<file path="config.mk">
export PLATFORM = sky130hd
export DESIGN_NAME = ext_mem_bus_cycle_timing
export DESIGN_NICKNAME = d
export VERILOG_FILES = /design/src/ext_mem_pkg.sv /design/src/ext_mem_half_tick_counter.sv /design/src/ext_mem_bus_cycle_timing.sv
export SDC_FILE = /design/constraint.sdc
export NUM_CORES = 1
export LEC_CHECK = 0
export ABC_AREA = 1
export BUFFER_PORTS_ARGS = -buffer_cell sky130_fd_sc_hd__buf_2
export CORE_MARGIN = 5
export CORE_UTILIZATION = 50
export DETAILED_ROUTE_END_ITERATION = 10
export GPL_TIMING_DRIVEN = 0
export PLACE_DENSITY = 0.82
export SLEW_MARGIN = 20
export SYNTH_ARGS = -nofsm -noshare
export SYNTH_HDL_FRONTEND = slang
export SYNTH_HIERARCHICAL = 1
export SYNTH_SLANG_ARGS = --single-unit
</file>
<file path="constraint.sdc">
create_clock -name core_clk -period 3 [get_ports core_clk]
set_input_delay 0.15 -clock core_clk [delete_from_list [all_inputs] [get_ports core_clk]]
set_output_delay 0.15 -clock core_clk [all_outputs]
set_load 0.03 [all_outputs]
</file>
<file path="src/ext_mem_pkg.sv">
package ext_mem_pkg;

    // ==========================================================
    // Register map, byte addresses on the 32-bit register port
    // ==========================================================
    localparam int         ADDR_W          = 8;
    localparam logic [7:0] CTRL_OFFSET     = 8'h00;
    localparam logic [7:0] ADDR_OFFSET     = 8'h04;
    localparam logic [7:0] WDATA_OFFSET    = 8'h08;
    localparam logic [7:0] RDATA_OFFSET    = 8'h0C;
    localparam logic [7:0] STATUS_OFFSET   = 8'h10;
    localparam logic [7:0] PARAM_OFFSET    = 8'h20;

    // ==========================================================
    // Field positions
    // ==========================================================
    localparam int CTRL_START_BIT   = 0;
    localparam int CTRL_WRITE_BIT   = 1;
    localparam int CTRL_BE_LSB      = 4;
    localparam int CTRL_REGION_LSB  = 8;
    localparam int STATUS_BUSY_BIT  = 0;
    localparam int STATUS_DONE_BIT  = 1;

    // ==========================================================
    // Reset values and sizes
    // ==========================================================
    localparam logic [15:0] PARAM_RESET   = 16'h0000;
    localparam logic [15:0] ADDR_RESET    = 16'h0000;
    localparam logic [15:0] WDATA_RESET   = 16'h0000;
    localparam logic [1:0]  BE_RESET      = 2'h3;
    localparam int          CNT_W         = 6;
    localparam int          SYNC_STAGES   = 2;
    // One interface clock period is two core cycles; one core cycle is a half period.
    localparam int          HALF_PER_CLK  = 2;

    // Timing parameter of one region.
    typedef struct packed {
        logic       spare_hi;
        logic [2:0] ale_len;
        logic       spare_mid;
        logic       addr_hold_skip;  // bit 10
        logic       rd_hold_skip;    // bit 9
        logic       wr_hold_skip;    // bit 8
        logic [3:0] wr_len;
        logic [3:0] rd_len;
    } ext_region_timing_param_type;

    // Pins toward the memory; all from flip-flops.
    typedef struct packed {
        logic        memory_select_n;
        logic        address_latch_enable;
        logic        write_strobe_n;
        logic        read_strobe_n;
        logic [1:0]  byte_lane_enable_n;
        logic        addr_valid;
        logic        ad_oe;
        logic [15:0] ad_out;
    } pin_out_type;

    typedef enum logic [2:0] {
        ST_IDLE   = 3'b000,
        ST_SELECT = 3'b001,
        ST_LATCH  = 3'b010,
        ST_GAP    = 3'b011,
        ST_STROBE = 3'b100,
        ST_TAIL   = 3'b101
    } cycle_state_type;

    // Phase lengths in half periods.
    function automatic logic [5:0] ale_half(input ext_region_timing_param_type p);
        return 6'({p.ale_len, 1'b0}) + 6'h02;
    endfunction

    function automatic logic [5:0] addr_hold_half(input ext_region_timing_param_type p);
        return p.addr_hold_skip ? 6'h01 : 6'h03;
    endfunction

    function automatic logic [5:0] strobe_delay_half(input ext_region_timing_param_type p,
                                                     input logic is_write);
        logic extra;
        extra = is_write ? p.wr_hold_skip : p.rd_hold_skip;
        return 6'h01 + (p.addr_hold_skip ? 6'h00 : 6'h02) + (extra ? 6'h00 : 6'h02);
    endfunction

    function automatic logic [5:0] strobe_half(input ext_region_timing_param_type p,
                                               input logic is_write);
        logic [3:0] n;
        n = is_write ? p.wr_len : p.rd_len;
        return 6'({n, 1'b0}) + 6'h02;
    endfunction

    function automatic logic [5:0] tail_half(input ext_region_timing_param_type p,
                                             input logic is_write);
        return (is_write && !p.wr_hold_skip) ? 6'h04 : 6'h02;
    endfunction

endpackage

</file>
<file path="src/ext_mem_half_tick_counter.sv">
module ext_mem_half_tick_counter
    import ext_mem_pkg::*;
#(
    parameter int WIDTH = CNT_W
) (
    input  wire logic             core_clk,  // Core clock, one half period per cycle
    input  wire logic             rstn,      // Asynchronous reset, active low
    input  wire logic             restart,   // Restart from zero in the next cycle
    output logic [WIDTH-1:0]      count      // Half periods spent in the phase
);

    initial begin
        if (WIDTH < 6) begin
            $error("counter too narrow for the longest phase");
        end
    end

    logic [WIDTH-1:0] next_count;

    always_comb begin
        next_count = restart ? '0 : count + WIDTH'(1);
    end

    always_ff @(posedge core_clk or negedge rstn) begin
        if (!rstn) begin
            count <= '0;
        end else begin
            count <= next_count;
        end
    end

endmodule

</file>
<file path="src/ext_mem_bus_cycle_timing.sv">
// The implementer's own choices: the address-and-strobe port and the placing of the registers.
module ext_mem_bus_cycle_timing
    import ext_mem_pkg::*;
#(
    parameter int REGIONS = 4
) (
    input  wire logic              core_clk,    // Core clock, 20 MHz
    input  wire logic              rstn,        // Asynchronous reset, active low
    input  wire logic [ADDR_W-1:0] reg_addr,    // Register byte address
    input  wire logic [31:0]       reg_wdata,   // Register write data
    input  wire logic              reg_write,   // Register write strobe
    input  wire logic              reg_read,    // Register read strobe
    output logic [31:0]            reg_rdata,   // Read data, cycle after the read strobe
    output logic                   mem_clk,     // Interface clock, core clock over two
    output pin_out_type            mem_pins,    // Strobes and address/data toward memory
    input  wire logic [15:0]       mem_ad_in    // Address/data pins as read back
);

    initial begin
        if (REGIONS < 1 || REGIONS > 4) begin
            $error("REGIONS must be 1 to 4");
        end
    end

    // ==========================================================
    // Register file
    // ==========================================================
    ext_region_timing_param_type ext_region_timing_param [REGIONS];
    logic [15:0] addr_reg, wdata_reg, rdata_reg;
    logic [1:0]  be_reg, region_reg;
    logic        write_mode, start_pending, done_flag;

    ext_region_timing_param_type next_param [REGIONS];
    logic [15:0] next_addr_reg, next_wdata_reg, next_rdata_reg;
    logic [1:0]  next_be_reg, next_region_reg;
    logic        next_write_mode, next_start_pending, next_done_flag;
    logic [31:0] next_reg_rdata;

    cycle_state_type state, next_state;
    pin_out_type     next_pins;
    ext_region_timing_param_type cur;
    logic [CNT_W-1:0] count;
    logic             restart, cycle_end, busy;
    logic [15:0]      ad_sync1, ad_sync2;

    assign busy      = (state != ST_IDLE) || !mem_pins.memory_select_n;
    assign cycle_end = (state == ST_IDLE) && !mem_pins.memory_select_n;

    always_comb begin
        next_param         = ext_region_timing_param;
        next_addr_reg      = addr_reg;
        next_wdata_reg     = wdata_reg;
        next_be_reg        = be_reg;
        next_region_reg    = region_reg;
        next_write_mode    = write_mode;
        next_start_pending = start_pending;
        next_done_flag     = done_flag;
        next_rdata_reg     = rdata_reg;
        next_reg_rdata     = 32'h0000_0000;
        if (reg_write) begin
            if (reg_addr == CTRL_OFFSET && !busy && !start_pending) begin
                next_write_mode    = reg_wdata[CTRL_WRITE_BIT];
                next_be_reg        = reg_wdata[CTRL_BE_LSB +: 2];
                next_region_reg    = reg_wdata[CTRL_REGION_LSB +: 2];
                next_start_pending = reg_wdata[CTRL_START_BIT];
            end
            if (reg_addr == ADDR_OFFSET && !busy) begin
                next_addr_reg = reg_wdata[15:0];
            end
            if (reg_addr == WDATA_OFFSET && !busy) begin
                next_wdata_reg = reg_wdata[15:0];
            end
            if (reg_addr == STATUS_OFFSET && reg_wdata[STATUS_DONE_BIT]) begin
                next_done_flag = 1'b0;
            end
            for (int r = 0; r < REGIONS; r++) begin
                if (reg_addr == PARAM_OFFSET + ADDR_W'(4 * r)) begin
                    next_param[r] = reg_wdata[15:0];
                end
            end
        end
        if (state == ST_IDLE && start_pending && mem_clk == 1'b1) begin
            next_start_pending = 1'b0;
        end
        // The synchroniser delays the pins by two cycles, so the value taken when
        // select is released is the one seen in the last strobe-low cycle.
        if (cycle_end) begin
            next_done_flag = 1'b1;
            if (!write_mode) begin
                next_rdata_reg = ad_sync2;
            end
        end
        if (reg_read) begin
            case (reg_addr)
                CTRL_OFFSET:   next_reg_rdata = {22'h0, region_reg, 2'h0, be_reg, 2'h0,
                                                 write_mode, start_pending};
                ADDR_OFFSET:   next_reg_rdata = {16'h0, addr_reg};
                WDATA_OFFSET:  next_reg_rdata = {16'h0, wdata_reg};
                RDATA_OFFSET:  next_reg_rdata = {16'h0, rdata_reg};
                STATUS_OFFSET: next_reg_rdata = {30'h0, done_flag, busy};
                default: begin
                    for (int r = 0; r < REGIONS; r++) begin
                        if (reg_addr == PARAM_OFFSET + ADDR_W'(4 * r)) begin
                            next_reg_rdata = {16'h0, ext_region_timing_param[r]};
                        end
                    end
                end
            endcase
        end
    end

    always_ff @(posedge core_clk or negedge rstn) begin
        if (!rstn) begin
            for (int r = 0; r < REGIONS; r++) begin
                ext_region_timing_param[r] <= PARAM_RESET;
            end
            addr_reg      <= ADDR_RESET;
            wdata_reg     <= WDATA_RESET;
            rdata_reg     <= 16'h0000;
            be_reg        <= BE_RESET;
            region_reg    <= 2'h0;
            write_mode    <= 1'b0;
            start_pending <= 1'b0;
            done_flag     <= 1'b0;
            reg_rdata     <= 32'h0000_0000;
        end else begin
            ext_region_timing_param <= next_param;
            addr_reg      <= next_addr_reg;
            wdata_reg     <= next_wdata_reg;
            rdata_reg     <= next_rdata_reg;
            be_reg        <= next_be_reg;
            region_reg    <= next_region_reg;
            write_mode    <= next_write_mode;
            start_pending <= next_start_pending;
            done_flag     <= next_done_flag;
            reg_rdata     <= next_reg_rdata;
        end
    end

    // ==========================================================
    // Cycle sequencer, one count per half interface period
    // ==========================================================
    assign cur = ext_region_timing_param[region_reg];

    ext_mem_half_tick_counter #(.WIDTH(CNT_W)) u_half_tick (
        .core_clk (core_clk),
        .rstn     (rstn),
        .restart  (restart),
        .count    (count)
    );

    always_comb begin
        next_state = state;
        restart    = 1'b1;
        case (state)
            // Starting while the interface clock is high puts select on its next rising edge,
            // since the pins lag the state by one core cycle.
            ST_IDLE:   if (start_pending && mem_clk == 1'b1) next_state = ST_SELECT;
            ST_SELECT: next_state = ST_LATCH;
            ST_LATCH: begin
                if (count == ale_half(cur) - 6'h01) next_state = ST_GAP;
                else restart = 1'b0;
            end
            ST_GAP: begin
                if (count == strobe_delay_half(cur, write_mode) - 6'h01) begin
                    next_state = ST_STROBE;
                end else restart = 1'b0;
            end
            ST_STROBE: begin
                if (count == strobe_half(cur, write_mode) - 6'h01) begin
                    next_state = ST_TAIL;
                end else restart = 1'b0;
            end
            ST_TAIL: begin
                if (count == tail_half(cur, write_mode) - 6'h01) next_state = ST_IDLE;
                else restart = 1'b0;
            end
            default: next_state = ST_IDLE;
        endcase
    end

    // Pins are computed from the state and registered, so every edge lands on a
    // core clock edge, that is on a half period of the interface clock.
    always_comb begin
        next_pins                      = '0;
        next_pins.memory_select_n      = (state == ST_IDLE);
        next_pins.read_strobe_n        = 1'b1;
        next_pins.write_strobe_n       = 1'b1;
        next_pins.byte_lane_enable_n   = 2'h3;
        next_pins.address_latch_enable = (state == ST_LATCH);
        next_pins.addr_valid = (state == ST_SELECT) || (state == ST_LATCH) ||
                               (state == ST_GAP && count < addr_hold_half(cur));
        if (state == ST_STROBE) begin
            next_pins.write_strobe_n = !write_mode;
            next_pins.read_strobe_n  = write_mode;
        end
        if ((state == ST_GAP && count != 6'h00) || state == ST_STROBE || state == ST_TAIL) begin
            next_pins.byte_lane_enable_n = be_reg;
        end
        if (next_pins.addr_valid) begin
            next_pins.ad_oe  = 1'b1;
            next_pins.ad_out = addr_reg;
        end else if (write_mode && state != ST_IDLE) begin
            next_pins.ad_oe  = 1'b1;
            next_pins.ad_out = wdata_reg;
        end
    end

    always_ff @(posedge core_clk or negedge rstn) begin
        if (!rstn) begin
            state    <= ST_IDLE;
            mem_clk  <= 1'b0;
            mem_pins <= '{memory_select_n: 1'b1, write_strobe_n: 1'b1, read_strobe_n: 1'b1,
                          byte_lane_enable_n: 2'h3, default: '0};
            ad_sync1 <= 16'h0000;
            ad_sync2 <= 16'h0000;
        end else begin
            state    <= next_state;
            mem_clk  <= !mem_clk;
            mem_pins <= next_pins;
            ad_sync1 <= mem_ad_in;
            ad_sync2 <= ad_sync1;
        end
    end

    // ==========================================================
    // Checks
    // ==========================================================
    logic [CNT_W-1:0] ale_run, ale_age, strobe_run, rel_age;
    always_ff @(posedge core_clk or negedge rstn) begin
        if (!rstn) begin
            ale_run    <= '0;
            ale_age    <= '0;
            strobe_run <= '0;
            rel_age    <= '0;
        end else begin
            ale_run    <= mem_pins.address_latch_enable ? ale_run + 6'h01 : 6'h00;
            ale_age    <= mem_pins.address_latch_enable ? 6'h00 : ale_age + 6'h01;
            strobe_run <= (mem_pins.write_strobe_n && mem_pins.read_strobe_n) ? 6'h00
                                                                          : strobe_run + 6'h01;
            rel_age    <= (mem_pins.write_strobe_n && mem_pins.read_strobe_n) ? rel_age + 6'h01
                                                                          : 6'h00;
        end
    end

    property p_ale_width;
        @(posedge core_clk) disable iff (!rstn)
        $fell(mem_pins.address_latch_enable) |-> ale_run == ale_half(cur);
    endproperty
    a_ale_width: assert property (p_ale_width) else $error("ALE width wrong");

    property p_addr_hold;
        @(posedge core_clk) disable iff (!rstn)
        $fell(mem_pins.addr_valid) |-> ale_age == addr_hold_half(cur);
    endproperty
    a_addr_hold: assert property (p_addr_hold) else $error("address hold wrong");

    property p_wr_delay;
        @(posedge core_clk) disable iff (!rstn)
        $fell(mem_pins.write_strobe_n) |-> ale_age == strobe_delay_half(cur, 1'b1);
    endproperty
    a_wr_delay: assert property (p_wr_delay) else $error("write strobe delay wrong");

    property p_wr_width;
        @(posedge core_clk) disable iff (!rstn)
        $rose(mem_pins.write_strobe_n) |-> strobe_run == strobe_half(cur, 1'b1);
    endproperty
    a_wr_width: assert property (p_wr_width) else $error("write strobe width wrong");

    property p_ms_release;
        @(posedge core_clk) disable iff (!rstn)
        $rose(mem_pins.memory_select_n) |-> rel_age == tail_half(cur, write_mode);
    endproperty
    a_ms_release: assert property (p_ms_release) else $error("select release wrong");

    property p_rd_width;
        @(posedge core_clk) disable iff (!rstn)
        $rose(mem_pins.read_strobe_n) |-> strobe_run == strobe_half(cur, 1'b0);
    endproperty
    a_rd_width: assert property (p_rd_width) else $error("read strobe width wrong");

    property p_rd_delay;
        @(posedge core_clk) disable iff (!rstn)
        $fell(mem_pins.read_strobe_n) |-> ale_age == strobe_delay_half(cur, 1'b0);
    endproperty
    a_rd_delay: assert property (p_rd_delay) else $error("read strobe delay wrong");

    property p_half_align;
        @(posedge core_clk) disable iff (!rstn)
        $fell(mem_pins.memory_select_n) |-> mem_clk ##1 mem_pins.address_latch_enable && !mem_clk;
    endproperty
    a_half_align: assert property (p_half_align) else $error("edges off half period");

endmodule

</file>
======== Word-level counts from Yosys, hierarchy flattened ========
Cells that the tools add are included.
storage, ports and cells
  bits in registers ....................... 217
  input port bits ......................... 60
  output and inout port bits .............. 57
  word-level logic and storage cells ...... 169
cells by class
  add/sub/neg operators ................... 9
  $lt $le $gt $ge ......................... 2
  equal/unequal tests ..................... 22
  multiplexer cells ....................... 37
  bitwise operators ....................... 2
  reductions and logical operators ........ 43
operators with widths
  cell                   count
  $pmux W32 S5           1
  $mux W32               4
  $mux W17               2
  $bmux W16 S2           1
  $eq A8 B6 Y1 const B   4
  $mux W15               2
  $eq A6 B6 Y1           4
  $reduce_and A2 Y1      10
  $mux W3                6
  $pmux W3 S6            1
  $eq A8 B4 Y1 const B   2
  $mux W16               1
  $logic_and A1 B1 Y1    13
  $mux W1                11
  $mux W2                5
  $eq A8 B3 Y1 const B   1
  $eq A8 B5 Y1 const B   1
  $logic_not A8 Y1       1
  $reduce_bool A2 Y1     4
  $add A5 B2 Y6 const B  1
  $add A6 B1 Y6 const B  1
  $eq A3 B2 Y1 const B   2
  $eq A3 B3 Y1 const B   2
  $logic_not A1 Y1       6
  22 further kinds       29

======== Logic depth before layout (Yosys ltp) ========
  depth after elaboration ................. 12
  gate-level depth with buffers ........... 20
  gate-level depth less buffers ........... 18

======== Hierarchy ========
Netlist, hierarchy kept.
modules (own cells, without submodules)
  module                     instances  cells each  area an instance (um2)  sequential area each (um2)
  ext_mem_bus_cycle_timing   1          1001        8702.1                  4888.4
  ext_mem_half_tick_counter  1          33          284.0                   150.1

======== Worst setup path after synthesis ========
Ideal clock, no wire load.
  path kind ............................... reg2reg
  from .................................... register region_reg[0]
  to ...................................... register u_half_tick.count[4]
  library setup time ...................... 113 ps
  arrival time ............................ 2280 ps
  required time ........................... 2887 ps
  slack ................................... 607 ps
  cell stages (with the launch flop) ...... 19
  path buffers ............................ 2
  clock period less this slack ............ 2393 ps
  cells stage by stage .................... dfrtp_1 buf_6 buf_2 nor2_1 inv_1 a32oi_1 inv_1 ha_1 xor2_1 nor2_1 nand4_1 a21oi_1 a21oi_1 o21ai_1 inv_1 nand2_1 o21ai_0 nand2_1 inv_1
on the way
  cells in the longest elaborated chain, start to end .. 12
  elaborated cells between the ends (all ways) .. 29
  those cells by class .................... 8 x add/sub; 4 x eq/ne; 14 x mux; 1 x bitwise; 2 x reduce/logical
ends and longest elaborated chain
  element                                                RTL line                                                          source
  start, declared                                        ext_mem_bus_cycle_timing.sv:30                                    logic [1:0] be_reg, region_reg;
  start signal, assigned                                 ext_mem_bus_cycle_timing.sv:132                                   region_reg <= next_region_reg;
  $not A2 Y3 (implied by the code) *                     ext_mem_bus_cycle_timing.sv:143                                   assign cur = ext_region_timing_param[region_reg];
  $bmux W16 S2 *                                         ext_mem_bus_cycle_timing.sv:143
  $mux W15 (implied by the code) * (2 in series)         ext_mem_bus_cycle_timing.sv:143
  $mux W2 (tied with other cells)                        ext_mem_pkg.sv:82                                                 return 6'h01 + (p.addr_hold_skip ? 6'h00 : 6'h02) + (extra ? 6'h00 : 6'h02);
  $add A1 B2 Y3 (tied with other cells)                  ext_mem_pkg.sv:82
  $add A3 B2 Y4 / $mux W3 (equally long branches)        ext_mem_pkg.sv:82, ext_mem_pkg.sv:94
  $sub A4 B1 Y5 / $sub A3 B1 Y4 (equally long branches)  ext_mem_bus_cycle_timing.sv:165, ext_mem_bus_cycle_timing.sv:175
  $eq A6 B6 Y1 (on tied branches)                        ext_mem_bus_cycle_timing.sv:165, ext_mem_bus_cycle_timing.sv:175
  $mux W1 (on tied branches)                             ext_mem_bus_cycle_timing.sv:165, ext_mem_bus_cycle_timing.sv:175
  $pmux W1 S4 *                                          ext_mem_bus_cycle_timing.sv:155                                   case (state)
  net restart                                            ext_mem_bus_cycle_timing.sv:43                                    logic restart, cycle_end, busy;
  $mux W6 *                                              ext_mem_half_tick_counter.sv:21                                   next_count = restart ? '0 : count + WIDTH'(1);
  net u_half_tick.next_count[4]                          ext_mem_half_tick_counter.sv:18                                   logic [WIDTH-1:0] next_count;
  end signal, assigned                                   ext_mem_half_tick_counter.sv:28                                   count <= next_count;
  end, declared                                          ext_mem_half_tick_counter.sv:9                                    output logic [WIDTH-1:0] count
The timed path passes the listed nets; every way through them passes the cells marked *. The select of a mux whose other input is x is not followed.
A chain may end at the register's enable or synchronous reset.

======== Worst setup path in the final report ========
Ends and elaborated chain as after synthesis.

==> impl_results.md <==
- Outcome: finished, final reports clean
- Proportion of netlist area held by the largest area contributor: 0.540
- Drt initial violations: 1049
- CTS Buf Count: 21
- Top-Level Pins: 117
- Row Count: 49
- CTS tree: built
- Synthesized area: 8990 um2
- P_leak: 5.14 nW
- Initial Util: 0.504
- R2R setup slack: 190 ps
- Vias per Instance: 5.70
- Fill count: 1425
- Antenna Nets Post-Route: 0
- Layout area overhead: 19.4%
- Routed wire length: 25.7 mm
- Hold Crit Start: reg_addr[4]
- Placed Area: 9810 um2
- Critical path class: reg2reg
- Max-Cap Viols: 0
- Grt ovf: 0
- Sequential fraction of the synthesis area: 0.561
- Clock Skew: 13.4 ps
- Critical path startpoint category: register
- DRC: 0
- Largest Register: ext_region_timing_param
- Total GRT Usage: 0.249
- WL met1: 10.2 mm
- Vias in the first global route: 8038
- Largest area contributor in the netlist: dfrtp_1
- Clk_lat worst skew: 500 ps
- Die H: 144 um
- Gpl congestion: 0.943
- Max frequency: 356 MHz
- Routed length on met2: 11.6 mm
- Worst R2R End: u_half_tick/count[4]
- Uppermost routed layer: met5
- Worst slew margin: 0.540
- Worst reg2reg path depth: 18
- Core Util, Final: 0.601
- Number of cells on the worst hold path: 4
- Critical-path maximum fanout: 10
- Min-Delay Path Class: in2reg
- Max reg flops: 64
- Hold endpoint: done_flag
- Routed wl met3: 2.80 mm
- Ys flop type: dfrtp_1
- WP data required: 3390 ps
- Multi-input gate area: 3210 um2
- Die Span X: 144 um
- First-pass GRT wire length: 40.8 mm
- Mapped Cells: 1034
- Crit. End Element: register
- Vias: 8086
- CTS Buffer Depth: 3
- TritonCTS Sinks: 201
- R2R Path Start: region_reg[0]
- Hold Worst Slack: 18.6 ps
- Yosys reg bits: 201
- FFs w/ async S/R, synth: 1.00
- Library cells used by synthesis: 41
- N_diodes: 0
- Setup_tns: 0 ps
- Period utilisation layout: 0.936
- Final #Nets: 1241
- PortBufs: 84
- Mean Syn Cell Area: 8.69 um2
- Share of cells above drive strength 1: 0.187
- Post-Layout Inst Area: 10700 um2
- Largest net degree at the start of global routing: 96
- Worst slew pin tran: 689 ps
- Clock H-tree levels: 1
- Final setup fails: 0
- Power Dens Cells: 682 nW/um2
- RSZ-0062 raised after global routing: no
- Pre-CTS WS: 40.7 ps
- Die area: 20800 um2
- CTS root buf: clkbuf_16
- Post-DP HPWL: 17.8 mm
- Clock-pin slew on the worst setup and hold paths: 60 ps
- Sequential Area: 5040 um2
- Largest regs: ext_region_timing_param x64, mem_pins x24
- Worst VDD drop: 0.585 mV
- Post-synth EDFFs: 0
- Tmin final: 2810 ps
- Fin. max-slew vios: 0
- Final Hold Fails: 0
- Core area: 17800 um2
- DRT Pass-1 Iters: 7
- Synthesis Warnings: 6
- Fin worst setup slack: 193 ps
- WL per Instance: 18.1 um
- Critical Path AT: 3200 ps
- Ranking of synthesized cells by area: dfrtp_1 54%, nand2_1 11%, o21ai_0 4.5%
- Initial antenna violation count: 1
## through the flow
stage | total power [W] | std cells
floorplan | 0.00413 | 1049
global placement | 0.00455 | 1362
detailed placement | 0.00463 | 1364
CTS | 0.00730 | 1418
global route | 0.00764 | 1419
finish | 0.00732 | 1419
## metal layers
layer / GRT usage / vias up
met5: 0 / -
met4: 0.0951 / 2
met3: 0.0513 / 104
met2: 0.395 / 536
met1: 0.341 / 3832
li1: - / 3612
## worst max-delay path, cell delays in order, from the launching register on
cell and delay (ps):
dfrtp_1 380, buf_6 140, inv_4 70, buf_4 220, nand2_1 80, a32oi_2 310, inv_1 80, ha_1 310
xor2_1 140, nor2_1 100, nand4_1 110, a21oi_1 170, a21oi_1 100, o21ai_2 100, inv_1 110, nand2_1 90
o21ai_0 80, nand2_1 70, inv_1 40
## worst max path at each step
stage	start	end	slack [ps]	cells after the start
CTS	region_reg[1]	u_half_tick/count[4]	40	18
floorplan	region_reg[0]	u_half_tick/count[4]	610	18
detailed placement	region_reg[1]	u_half_tick/count[4]	40	18
global placement	rstn	reg_rdata[2]	-1400	1
global route	region_reg[0]	u_half_tick/count[4]	9	18
finish	region_reg[0]	u_half_tick/count[4]	190	18
## power breakdown
part	switching (W)	internal [W]	leakage, nW
sequential	0.000153	0.00298	2.65
clock	0.00105	0.00162	0.346
combinational	0.00108	0.000436	2.14
## cells by family after synthesis
family	synth area share
compound gates	0.151
xor+xnor	0.00195
fa+ha+maj	0.00418
buf+inv	0.0901
flops	0.561
other cells	0.000417
simple gates	0.192
## placed cells by master, fill, tap and decap left out, drive strengths merged
cell           n
o22ai         17
bufinv         3
nor3           4
a22o           1
nand3         57
or2            1
o21ai        153
o211ai         3
nor2          61
nor3b          1
nand4          2
dfrtp        194
a21oi         38
conb          16
inv          122
xor2           2
o31ai         13
nand2        283
nor4           1
buf          130
clkinv         4
a221oi         5
clkbuf        41
dfstp          7
o21bai         1
ha             3
a32oi          1
dlygate4sd3   19
a211oi         5
o221ai         2
## synth_stat cells, drive strengths merged, types with 3 or more instances
library cell and instances:
clkbuf 13, nand3 57, nand2 283, o211ai 3, inv 122, dfrtp 194
a221oi 5, nor3 4, dfstp 7, a21oi 38, o31ai 13, o22ai 17
a211oi 5, buf 43, nor2 61, ha 3, o21ai 153
## what timing repair did
item,4_1_cts,5_1_grt
gates resized for setup,0,3
setup endpoints to repair,0,6
hold endpoints to repair,124,0
hold buffers,19,0
buffers inserted,0,1
## final cells by class
type | count | share of cell area
timing repair buffer | 106 | 0.0637
clock inverter | 7 | 0.0113
inverter | 122 | 0.0434
buffer | 56 | 0.0324
sequential | 201 | 0.470
tap | 229 | 0.0267
clock buffer | 28 | 0.0542
multi-input combinational | 670 | 0.299
No activity file was read; power rests on OpenSTA's default activity.
